==> config.mk <==
export PLATFORM = sky130hd
export DESIGN_NAME = lades_top
export DESIGN_NICKNAME = d
export VERILOG_FILES = /design/src/pkg/lades_pkg.sv /design/src/rtl/lades_top.sv
export SDC_FILE = /design/constraint.sdc
export NUM_CORES = 1
export LEC_CHECK = 0
export ABC_AREA = 1
export BUFFER_PORTS_ARGS = -buffer_cell sky130_fd_sc_hd__buf_2
export CAP_MARGIN = 5
export CORE_MARGIN = 1.5
export CORE_UTILIZATION = 30
export CTS_BUF_LIST = sky130_fd_sc_hd__clkbuf_8
export DETAILED_ROUTE_END_ITERATION = 7
export GPL_ROUTABILITY_DRIVEN = 0
export PLACE_DENSITY = 0.54
export SLEW_MARGIN = 20
export SYNTH_ARGS = -nofsm -noshare
export SYNTH_HDL_FRONTEND = slang
export SYNTH_SLANG_ARGS = --single-unit
==> constraint.sdc <==
create_clock -name clk -period 3.7 [get_ports clk]
set_input_delay 0 -clock clk [delete_from_list [all_inputs] [get_ports clk]]
set_output_delay 0 -clock clk [all_outputs]
set_load 0.02 [all_outputs]
==> src/pkg/lades_pkg.sv <==
// Package: register map, field layout and reset values of the lane status block
package lades_pkg;

  // ==========================================================================
  // Bus geometry
  localparam int          LADES_ADDR_W     = 16;
  localparam int          LADES_DATA_W     = 32;
  localparam int          LADES_LANES      = 8;
  localparam int          LADES_CNT_W      = 8;

  // ==========================================================================
  // Register indices; byte address is four times the index
  localparam logic [13:0] LADES_IDX_DESKEW = 14'h046C;
  localparam logic [13:0] LADES_IDX_DISP   = 14'h046D;
  localparam logic [13:0] LADES_IDX_THRESH = 14'h0480;
  localparam logic [13:0] LADES_IDX_CTRL   = 14'h0481;
  localparam logic [13:0] LADES_IDX_IRQ_ST = 14'h0482;
  localparam logic [13:0] LADES_IDX_IRQ_MK = 14'h0483;
  localparam logic [13:0] LADES_IDX_CNT0   = 14'h0490;

  // ==========================================================================
  // Control register fields
  localparam int          LADES_CTRL_SKIP  = 0;
  localparam int          LADES_CTRL_CLR   = 1;

  // ==========================================================================
  // Reset values
  localparam logic [7:0]  LADES_RST_FLAGS  = 8'h00;
  localparam logic [7:0]  LADES_RST_DESKEW = 8'h00;
  localparam logic [7:0]  LADES_RST_THRESH = 8'hFF;
  localparam logic [7:0]  LADES_RST_MASK   = 8'h00;
  localparam logic [7:0]  LADES_RST_CNT    = 8'h00;
  localparam logic        LADES_RST_SKIP   = 1'b0;

  // ==========================================================================
  // APB decoding
  function automatic logic lades_hit(input logic [15:0] addr, input logic [13:0] idx);
    return addr == {idx, 2'b00};
  endfunction

endpackage

==> src/rtl/lades_top.sv <==
// Lane deskew and running-disparity error status block with APB slave
// What this block does
// Report per-lane deskew achieved bit, read-only
// Software ignores deskew bits when alignment skipped
// Flag lane when error count reaches threshold
// Flag stays low while count below threshold
// Disparity flags register, lane n bit n
// Independent counter per lane against shared threshold
`timescale 1ns/1ps
`default_nettype none

module lades_top #(
  parameter int LANES = 8,
  parameter int CNT_W = 8
) (
  input  wire logic                            clk,
  input  wire logic                            sys_rst,
  input  wire logic                            psel,
  input  wire logic                            penable,
  input  wire logic                            pwrite,
  input  wire logic [lades_pkg::LADES_ADDR_W-1:0] paddr,
  input  wire logic [lades_pkg::LADES_DATA_W-1:0] pwdata,
  output logic                                 pready,
  output logic [lades_pkg::LADES_DATA_W-1:0]   prdata,
  output logic                                 pslverr,
  input  wire logic [LANES-1:0]                lane_deskew_ok,
  input  wire logic [LANES-1:0]                lane_disp_err,
  output logic                                 skip_lane_alignment_sequence,
  output logic [LANES-1:0]                     lane_disparity_error_flag,
  output logic                                 irq
);
  import lades_pkg::*;

  // ==========================================================================
  // State
  logic [CNT_W-1:0] cnt_reg [LANES];
  logic [CNT_W-1:0] cnt_next [LANES];
  logic [LANES-1:0] flag_reg, flag_next;
  logic [LANES-1:0] deskew_reg, deskew_next;
  logic [LANES-1:0] irq_st_reg, irq_st_next;
  logic [LANES-1:0] irq_mk_reg, irq_mk_next;
  logic [7:0]       thr_reg, thr_next;
  logic             skip_reg, skip_next;
  logic [31:0]      rdata_reg, rdata_next;
  logic             err_reg, err_next;
  logic [LANES-1:0] cmp_vec;
  logic             wr_acc, rd_setup, cnt_clr;
  logic [31:0]      rd_val;
  logic             rd_ok;

  assign wr_acc   = psel && penable && pwrite;
  assign rd_setup = psel && !penable;
  assign cnt_clr  = wr_acc && lades_hit(paddr, LADES_IDX_CTRL) && pwdata[LADES_CTRL_CLR];

  // ==========================================================================
  // Error counters and threshold compare
  always_comb begin
    for (int i = 0; i < LANES; i++) begin
      cnt_next[i] = cnt_reg[i];
      // Saturate so a long burst never wraps below the threshold
      if (cnt_clr) begin
        cnt_next[i] = LADES_RST_CNT[CNT_W-1:0];
      end else if (lane_disp_err[i] && (cnt_reg[i] != {CNT_W{1'b1}})) begin
        cnt_next[i] = cnt_reg[i] + CNT_W'(1);
      end
      cmp_vec[i] = (CNT_W'(thr_reg) <= cnt_reg[i]);
    end
    flag_next   = cmp_vec;
    deskew_next = lane_deskew_ok;
  end

  always_ff @(posedge clk or posedge sys_rst) begin
    if (sys_rst) begin
      for (int i = 0; i < LANES; i++) begin
        cnt_reg[i] <= LADES_RST_CNT[CNT_W-1:0];
      end
      flag_reg   <= LADES_RST_FLAGS[LANES-1:0];
      deskew_reg <= LADES_RST_DESKEW[LANES-1:0];
    end else begin
      cnt_reg    <= cnt_next;
      flag_reg   <= flag_next;
      deskew_reg <= deskew_next;
    end
  end

  // ==========================================================================
  // Software registers and interrupt
  always_comb begin
    thr_next    = thr_reg;
    skip_next   = skip_reg;
    irq_mk_next = irq_mk_reg;
    irq_st_next = irq_st_reg;
    if (wr_acc && lades_hit(paddr, LADES_IDX_THRESH)) begin
      thr_next = pwdata[7:0];
    end
    if (wr_acc && lades_hit(paddr, LADES_IDX_CTRL)) begin
      skip_next = pwdata[LADES_CTRL_SKIP];
    end
    if (wr_acc && lades_hit(paddr, LADES_IDX_IRQ_MK)) begin
      irq_mk_next = pwdata[LANES-1:0];
    end
    if (wr_acc && lades_hit(paddr, LADES_IDX_IRQ_ST)) begin
      irq_st_next = irq_st_reg & ~pwdata[LANES-1:0];
    end
    // Set after clear so a rising flag in the clear cycle survives
    irq_st_next = irq_st_next | (flag_next & ~flag_reg);
  end

  always_ff @(posedge clk or posedge sys_rst) begin
    if (sys_rst) begin
      thr_reg    <= LADES_RST_THRESH;
      skip_reg   <= LADES_RST_SKIP;
      irq_mk_reg <= LADES_RST_MASK[LANES-1:0];
      irq_st_reg <= '0;
    end else begin
      thr_reg    <= thr_next;
      skip_reg   <= skip_next;
      irq_mk_reg <= irq_mk_next;
      irq_st_reg <= irq_st_next;
    end
  end

  // ==========================================================================
  // APB read path; data captured in setup so prdata comes from a flop
  always_comb begin
    rd_val = 32'h0000_0000;
    rd_ok  = 1'b1;
    if (lades_hit(paddr, LADES_IDX_DESKEW)) begin
      rd_val[LANES-1:0] = deskew_reg;
    end else if (lades_hit(paddr, LADES_IDX_DISP)) begin
      rd_val[LANES-1:0] = flag_reg;
    end else if (lades_hit(paddr, LADES_IDX_THRESH)) begin
      rd_val[7:0] = thr_reg;
    end else if (lades_hit(paddr, LADES_IDX_CTRL)) begin
      rd_val[LADES_CTRL_SKIP] = skip_reg;
    end else if (lades_hit(paddr, LADES_IDX_IRQ_ST)) begin
      rd_val[LANES-1:0] = irq_st_reg;
    end else if (lades_hit(paddr, LADES_IDX_IRQ_MK)) begin
      rd_val[LANES-1:0] = irq_mk_reg;
    end else begin
      rd_ok = 1'b0;
      for (int i = 0; i < LANES; i++) begin
        if (lades_hit(paddr, LADES_IDX_CNT0 + 14'(i))) begin
          rd_val[CNT_W-1:0] = cnt_reg[i];
          rd_ok = !pwrite;
        end
      end
    end
    rdata_next = rdata_reg;
    err_next   = err_reg;
    if (rd_setup) begin
      rdata_next = pwrite ? 32'h0000_0000 : rd_val;
      // Read-only status words refuse writes
      err_next   = !rd_ok || (pwrite && (lades_hit(paddr, LADES_IDX_DESKEW) ||
                                         lades_hit(paddr, LADES_IDX_DISP)));
    end
  end

  always_ff @(posedge clk or posedge sys_rst) begin
    if (sys_rst) begin
      rdata_reg <= 32'h0000_0000;
      err_reg   <= 1'b0;
    end else begin
      rdata_reg <= rdata_next;
      err_reg   <= err_next;
    end
  end

  assign pready                       = 1'b1;
  assign prdata                       = rdata_reg;
  assign pslverr                      = err_reg && psel && penable;
  assign skip_lane_alignment_sequence = skip_reg;
  assign lane_disparity_error_flag    = flag_reg;
  assign irq                          = |(irq_st_reg & irq_mk_reg);

  // ==========================================================================
  // Assertions
  // First edge out of reset still shows the reset value, not the lane input
  a_deskew_follows: assert property (@(posedge clk) disable iff (sys_rst)
    !$past(sys_rst) |-> deskew_reg == $past(lane_deskew_ok))
    else $error("deskew bits do not follow lane input");

  a_flag_sets: assert property (@(posedge clk) disable iff (sys_rst)
    (cnt_reg[7] >= thr_reg) |=> flag_reg[7])
    else $error("lane 7 flag not set at threshold");

  a_flag_low: assert property (@(posedge clk) disable iff (sys_rst)
    (cnt_reg[1] < thr_reg) |=> !flag_reg[1])
    else $error("lane 1 flag set below threshold");

  a_flag_read: assert property (@(posedge clk) disable iff (sys_rst)
    (rd_setup && !pwrite && lades_hit(paddr, LADES_IDX_DISP)) |=>
      (prdata == {24'h000000, $past(flag_reg)}))
    else $error("flag register read mismatch");

  a_count_inc: assert property (@(posedge clk) disable iff (sys_rst)
    (lane_disp_err[2] && !cnt_clr && cnt_reg[2] != 8'hFF) |=>
      cnt_reg[2] == $past(cnt_reg[2]) + 8'h01)
    else $error("lane 2 counter did not advance");

  a_count_sat: assert property (@(posedge clk) disable iff (sys_rst)
    (cnt_reg[3] == 8'hFF && !cnt_clr) |=> cnt_reg[3] == 8'hFF)
    else $error("lane 3 counter left saturation");

  a_irq_sticky: assert property (@(posedge clk) disable iff (sys_rst)
    $rose(flag_reg[4]) |-> irq_st_reg[4])
    else $error("lane 4 status not set on flag rise");

  a_write_refused: assert property (@(posedge clk) disable iff (sys_rst)
    (rd_setup && pwrite && lades_hit(paddr, LADES_IDX_DISP)) |=> err_reg)
    else $error("write to flag register not refused");

  c_flag_rise: cover property (@(posedge clk) disable iff (sys_rst)
    !flag_reg[3] ##1 flag_reg[3]);
  c_cnt_sat:   cover property (@(posedge clk) disable iff (sys_rst)
    cnt_reg[3] == 8'hFF);
  c_irq_seen:  cover property (@(posedge clk) disable iff (sys_rst) irq);
  c_cnt_clear: cover property (@(posedge clk) disable iff (sys_rst)
    cnt_clr && cnt_reg[0] != 8'h00);

endmodule

`default_nettype wire

==> reports/summary.txt, run 1 <==
Die H = 165.1 µm
count of antenna diodes in the layout = 0
CTS Buf Count = 17
Net Sw Power = 2.065 mW
Setup Viol. Count Final = 0
I/O Buffers = 63
Tcrit/Tclk final = 57.91%
slowest stage delay, CP = 0.61 ns
drt via density = 4.867
Leak = 4.614 nW
min Tclk post-route = 2.143 ns
DR iter-0 viols = 552
Worst EP arrival = 2.50 ns
critical-path maximum fanout = 26
Slew HR = 44.39%
#FFs+latches synth = 114
Placed Cells incl. Taps = 1434
max reg flops = 64
Area contributors post-synth = dfrtp_1 34%, ha_1 11%, nand2_1 10%
Rows = 59
final-report max-slew violation count = 0
Cell Area, Synth = 0.007888 mm²
Final ANT Viol Nets = 0
Sw Ratio = 43.02%
Crit-path slowest cell = inv_1
WS Path Type = in2reg
FFs w/ async S/R, synth = 100.0%
leading area contributor after synthesis = dfrtp_1
main flop type after synthesis = dfrtp_1
count of cell types in the netlist = 48
Final TNS setup = 0 ns
die area = 0.02727 mm²
CP cell instances = dlygate4sd3_1 -> buf_2 -> inv_1 -> nor3_2 -> buf_4 -> nand4_1 -> buf_4 -> inv_1 -> buf_4 -> a21oi_1 -> o21a_1
max_cap viols = 0
commonest cells in the netlist = 216 x nand2_1, 153 x inv_1, 106 x dfrtp_1
Final Hold Slack = 0.05546 ns
synth warn = 0
worst hold path class = in2reg
grt total ovfl = 0
final hold vios = 0
Global Route Usage Sum = 17.85%
CTS Sinks = 114
Seq/Total Area, Yosys = 36.29%
post-synthesis average cell area = 7.555 µm²
outcome = finished clean
Fmax = 466.7 MHz
DRC errors left = 0
CTS tree = done
fin nets = 1286
initial antenna violation count = 0
share of the synthesized area in the top cell type = 33.63%
core area = 0.02591 mm²
post-DP HPWL = 17540 µm
vias in the first global route = 6591
Post-CTS Setup Bufs = 0
Overall Power = 4.799 mW
RSZ-0062 raised after global routing = false
CTS root buffer = clkbuf_8
initial core utilization = 30.44%
internal power = 2.734 mW
clk_skew = 0.01063 ns
Setup crit start kind = input port
Most common cell on crit path = buf_4
sequential share of power = 42.8%
power density over the cells = 523.8 mW/mm²
most common cell in the netlist = nand2_1
H-tree Lvls = 4
Syn-to-layout area delta = 16.16%
Combinational Power Share = 32.2%
Mapped Cells = 1044
num ports = 113
Die X = 165.1 µm
Fillers = 2728
Clk Latency, worst-skew pair = 0.47 ns
drt pass-1 iters = 5
Worst Tran Pin Value = 0.8341 ns
Worst Path Required = 4.06 ns
largest net degree at the start of global routing = 63
Final Non-Filler Cells = 1493
clock share of power = 25.0%
aggregate routed wire length = 23590 µm
critical path endpoint category = flip-flop
Wirelength per Cell = 15.80 µm
Post-synth EDFFs = 0
share of layout cells above drive strength 1 = 13.73%
Max clock buf depth = 2
worst vdd rail ir drop = 0.1809 mV
Vias = 7266
clock transition at the registers of the reported paths = 0.08 ns
global-route wire length before repair = 36360 µm
kinds of logic after synthesis:
family	synth area share, %
AOI/OAI and AO/OA	15.80
xor gates and xnor gates	0.7773
adders and majority gates	11.42
buffers and inverters	11.12
DFF	36.29
muxes	0.1428
other	0.09521
and+or+nand+nor	24.35
per-stage QoR:
step / area, µm² / setup slack [ns] / utilization (%)
floorplan: 7974 / 0.6975 / -
global placement: 8502 / 1.380 / 32.81
detailed placement: 8502 / 1.306 / 32.81
CTS: 9163 / 1.614 / 35.36
global route: 9163 / 1.313 / 35.36
finish: 9163 / 1.557 / 35.36
path summary, 6_finish.rpt:
| kind | from | depth (start not counted) | slack [ns] | end |
|---|---|---|---|---|
| hold reg to reg | cnt_reg[15] | 1 | 0.45 | cnt_reg[15] |
| min in group asynchronous | sys_rst | 3 | 0.25 | prdata[0] |
| setup / recovery | pwrite | 11 | 1.56 | cnt_reg[22] |
| max in group asynchronous | sys_rst | 4 | 2.54 | thr_reg[3] |
| hold / removal | penable | 5 | 0.06 | prdata[1] |
| setup reg to reg | cnt_reg[48] | 10 | 1.62 | cnt_reg[55] |
metal layers:
layer / vias to the layer above / share of wire (%) / track usage, %
li1: 3636 / - / -
met1: 3409 / 49 / 25.58
met2: 193 / 44 / 27.48
met3: 28 / 4.7 / 2.448
met4: 0 / 1.8 / 5.856
met5: - / 0 / 0
worst max-delay path: cells and delay by family:
| kind | cells | cell delay [ns] |
|---|---|---|
| AND/OR/NAND/NOR | 2 | 0.21 |
| AO/OA/AOI/OAI | 2 | 0.16 |
| buffers and inverters | 7 | 2.12 |
timing repair:
action,4_1_cts,5_1_grt
gates resized for setup,0,0
endpoints found under the hold margin,116,0
hold buffers,27,0
cell usage in the layout, fill, tap and decap left out, types with 12 or more instances in the layout:
master,n
conb_1,25
inv_2,12
nand2_1,216
ha_1,72
nor3_1,30
o21ai_0,77
dfrtp_1,106
nand4_1,22
clkbuf_8,18
buf_2,63
dlygate4sd3_1,27
a21oi_1,83
o21ai_1,15
nor2_1,65
nand3_1,51
inv_1,152
layout make-up:
class / count / area, µm² / share of cell area (%)
clock buffer: 18 / 247.7 / 2.704
clock inverter: 14 / 142.6 / 1.557
inverter: 168 / 633.1 / 6.910
multi-input combinational: 749 / 4234 / 46.21
sequential: 114 / 2863 / 31.24
tap: 335 / 419.2 / 4.575
timing repair buffer: 95 / 623.1 / 6.800
power groups by stage:
| stage | logic, mW | clock network, mW | registers [mW] |
|---|---|---|---|
| floorplan | 1.21 | 0 | 1.88 |
| global placement | 1.47 | 0 | 2.06 |
| detailed placement | 1.51 | 0 | 2.06 |
| CTS | 1.54 | 1.23 | 2.04 |
| global route | 1.82 | 1.28 | 2.10 |
| finish | 1.54 | 1.20 | 2.06 |
(Power assumes the default switching activity.)
==> run 2, diff against run 1 <==
Settings changed: ABC_AREA 1 to 0.
Clock period 3.7 ns to 2.1 ns, I/O delays scaled along.
==> reports/summary.txt, run 2 <==
adder and majority gate portion of the synthesized area = 11.24% (-0.19 points)
commonest cells in the netlist = 106 x dfrtp_1, 85 x nor2_1, 72 x ha_1, 72 x inv_1, 58 x nand2_1
Area contributors post-synth = dfrtp_1 33%, ha_1 11%, xnor2_1 5.2%
leading area contributor after synthesis = dfrtp_1
die area = 0.02772 mm² (+1.6%)
count of antenna diodes in the layout = 0 (unchanged)
post-synthesis average cell area = 9.301 µm² (+23%)
Post-Place Worst Slack = -0.3247 ns (-1.631 ns)
Max clock buf depth = 2 (unchanged)
most frequent cells in the layout = 105 x dfrtp_1, 85 x nor2_1, 73 x inv_1, 66 x ha_1
main flop type after synthesis = dfrtp_1
Post-synth EDFFs = 0 (unchanged)
Clk Latency, worst-skew pair = 0.46 ns (about the same)
sequential share of power = 39.9% (-2.9 points)
Simple-Gate Fraction of Synth Area = 19.77% (-4.6 points)
final-report max-slew violation count = 0 (unchanged)
drt via density = 5.150 (+5.8%)
Global Route Usage Sum = 18.78% (+0.94 points)
Final ANT Viol Nets = 0 (unchanged)
H-tree Lvls = 4 (unchanged)
Final WS setup = 0.03690 ns (-1.521 ns)
XOR/XNOR Fraction of Synth Area = 5.243% (+4.5 points)
vias in the first global route = 6850 (+3.9%)
final hold vios = 0 (unchanged)
Crit-path slowest cell = dfstp_2
core area = 0.02613 mm² (+0.85%)
Rows = 59 (unchanged)
most common cell after layout, fill and taps aside = dfrtp_1
Worst EP arrival = 2.46 ns (-0.04 ns)
slowest stage delay, CP = 0.70 ns (+0.09 ns)
initial antenna violation count = 1 (+1)
violated checks = design-rule violations
most common cell in the netlist = dfrtp_1
#FFs+latches synth = 114 (unchanged)
CTS root buffer = clkbuf_8
Cell Area, Synth = 0.008018 mm² (+1.6%)
fin nets = 1160 (-9.8%)
clk_skew = 0.01073 ns (+0.00009240 ns)
max reg flops = 64 (unchanged)
min Tclk post-route = 2.063 ns
Final Hold Slack = 0.04046 ns (-0.01500 ns)
largest net degree at the start of global routing = 115 (+83%)
Setup Viol. Count Final = 0 (unchanged)
Multi-input gate area = 0.004712 mm² (+11%)
clock share of power = 22.9% (-2.1 points)
Final Non-Filler Cells = 1367 (-8.4%)
CTS tree = done
Fillers = 2663 (-2.4%)
Combinational Power Share = 37.2% (+5.0 points)
Final TNS setup = 0 ns (unchanged)
Vias = 7040 (-3.1%)
DRC errors left = 7 (+7)
post-DP HPWL = 19280 µm (+9.9%)
RSZ-0062 raised after global routing = true
Sw Ratio = 39.83% (-3.2 points)
outcome = complete, but fails checks
register area = 0.002868 mm² (+0.17%)
internal power = 5.489 mW (+100%)
Seq/Total Area, Yosys = 35.71% (-0.59 points)
worst hold path class = in2reg
Setup crit start kind = flip-flop
initial core utilization = 30.68% (+0.24 points)
WS Path Type = reg2reg
Die H = 166.5 µm (+0.81%)
Net Sw Power = 3.633 mW (+76%)
DR iter-0 viols = 482 (-13%)
critical-path maximum fanout = 7 (-73%)
grt total ovfl = 0 (unchanged)
count of cell types in the netlist = 75 (+56%)
global-route wire length before repair = 39720 µm (+9.2%)
Die X = 166.5 µm (+0.81%)
Slew HR = 51.86% (+7.5 points)
Placed Cells incl. Taps = 1308 (-8.8%)
worst vdd rail ir drop = 0.3645 mV (+100%)
max_cap viols = 0 (unchanged)
share of the synthesized area in the top cell type = 33.08% (-0.55 points)
Fmax = 484.7 MHz
Overall Power = 9.122 mW (+90%)
Worst Path Required = 2.50 ns (-1.56 ns)
Leak = 4.543 nW (-1.5%)
Wirelength per Cell = 18.39 µm (+16%)
clock transition at the registers of the reported paths = 0.07 ns (about the same)
Worst Tran Pin Value = 0.7039 ns (-0.1302 ns)
CTS Sinks = 114 (unchanged)
Tcrit/Tclk final = 98.24%
critical path endpoint category = flip-flop
post-synthesis mux area share = 4.448% (+4.3 points)
Syn-to-layout area delta = 23.44%
FFs w/ async S/R, synth = 100.0% (unchanged)
compound-cell area share of the yosys netlist = 15.90% (+0.10 points)
num ports = 113 (unchanged)
share of layout cells above drive strength 1 = 21.80% (+8.1 points)
CTS Buf Count = 17 (unchanged)
synth warn = 0 (unchanged)
I/O Buffers = 63 (unchanged)
CP cell instances = ha_1 -> a21o_1 -> a21oi_2 -> nor2b_1 -> a221o_1 -> a22o_1
drt pass-1 iters = 8 (+3)
main combinational cell family by area after synthesis = simple AND/OR/NAND/NOR gates
power density over the cells = 921.7 mW/mm² (+76%)
Mapped Cells = 862 (-17%)
aggregate routed wire length = 25140 µm (+6.6%)
-- run 2: changes by cell type in the layout (fill, tap and decap cells not counted), sizes merged, moves of 15 or more --
cell	before	now
o21ai	97	43
inv	174	74
nor2b	0	15
a21oi	83	33
xnor2	1	48
nand3	53	31
buf	68	137
nand2	221	58
nor3	33	18
-- run 2: path summary, 6_finish.rpt --
| path | start | to | slack, ns | cells after the start |
|---|---|---|---|---|
| max reg2reg | thr_reg[6] | irq_st_reg[1] | 0.04 | 6 |
| min reg2reg | err_reg | err_reg | 0.47 | 2 |
| max | thr_reg[6] | irq_st_reg[1] | 0.04 | 6 |
| min | psel | err_reg | 0.04 | 5 |
| max in group asynchronous | sys_rst | cnt_reg[3] | 1.32 | 4 |
| min in group asynchronous | sys_rst | deskew_reg[6] | 0.29 | 4 |
-- run 2: repair_timing --
item | 4_1_cts | 5_1_grt
hold endpoints to repair | 149 | 0
endpoints found under the setup margin | 1 | 11
buffers inserted | 0 | 3
hold buffers | 24 | 0
gates resized for setup | 2 | 23
pin swaps | 2 | 8
-- run 2: worst max-delay path: cells and delay by family (launching register included) --
| family | cells | cell delay (ns) |
|---|---|---|
| compound gates | 4 | 0.83 |
| flops | 1 | 0.70 |
| fa+ha+maj | 1 | 0.30 |
| simple gates | 1 | 0.17 |
-- run 2: logic make-up (layout without fill, tap and decap cells) --
| group | after synthesis | count (layout) |
|---|---|---|
| buffers and inverters | 118 | 265 |
| and+or+nand+nor | 297 | 297 |
| AOI/OAI and AO/OA | 186 | 186 |
| xor gates and xnor gates | 48 | 48 |
| muxes | 25 | 25 |
| adders and majority gates | 72 | 72 |
| DFF | 114 | 114 |
| other | 2 | 25 |
-- run 2: power by group through the flow --
stage          registers (mW)  logic (mW)  clock network [mW]
2_1_floorplan            3.36        2.51                   0
3_3_place_gp             3.66        3.20                   0
3_5_place_dp             3.66        3.27                   0
4_1_cts                  3.62        3.33                2.15
5_1_grt                  3.72        3.90                2.25
6_report                 3.64        3.39                2.09
-- run 2: cell type report --
class,count,share of cell area [%]
clock inverter,12,1.188
tap,335,4.235
timing repair buffer,161,12.44
sequential,114,28.98
multi-input combinational,653,47.61
inverter,72,2.769
clock buffer,20,2.781
-- run 2: per-stage QoR --
step	util [%]	area [µm²]
after CTS	37.45	9787
after detailed placement	35.01	9150
final	37.87	9897
after floorplan	-	8108
after global placement	35.01	9150
after global routing	37.87	9897
-- run 2: per-layer routing --
metal  vias to the layer above  wire [µm]  track usage, %
li1                       3377          -               -
met3                        43       1319           3.375
met5                         -         16               0
met4                         2        671           6.917
met2                       218      11610           29.98
met1                      3400      11520           25.42
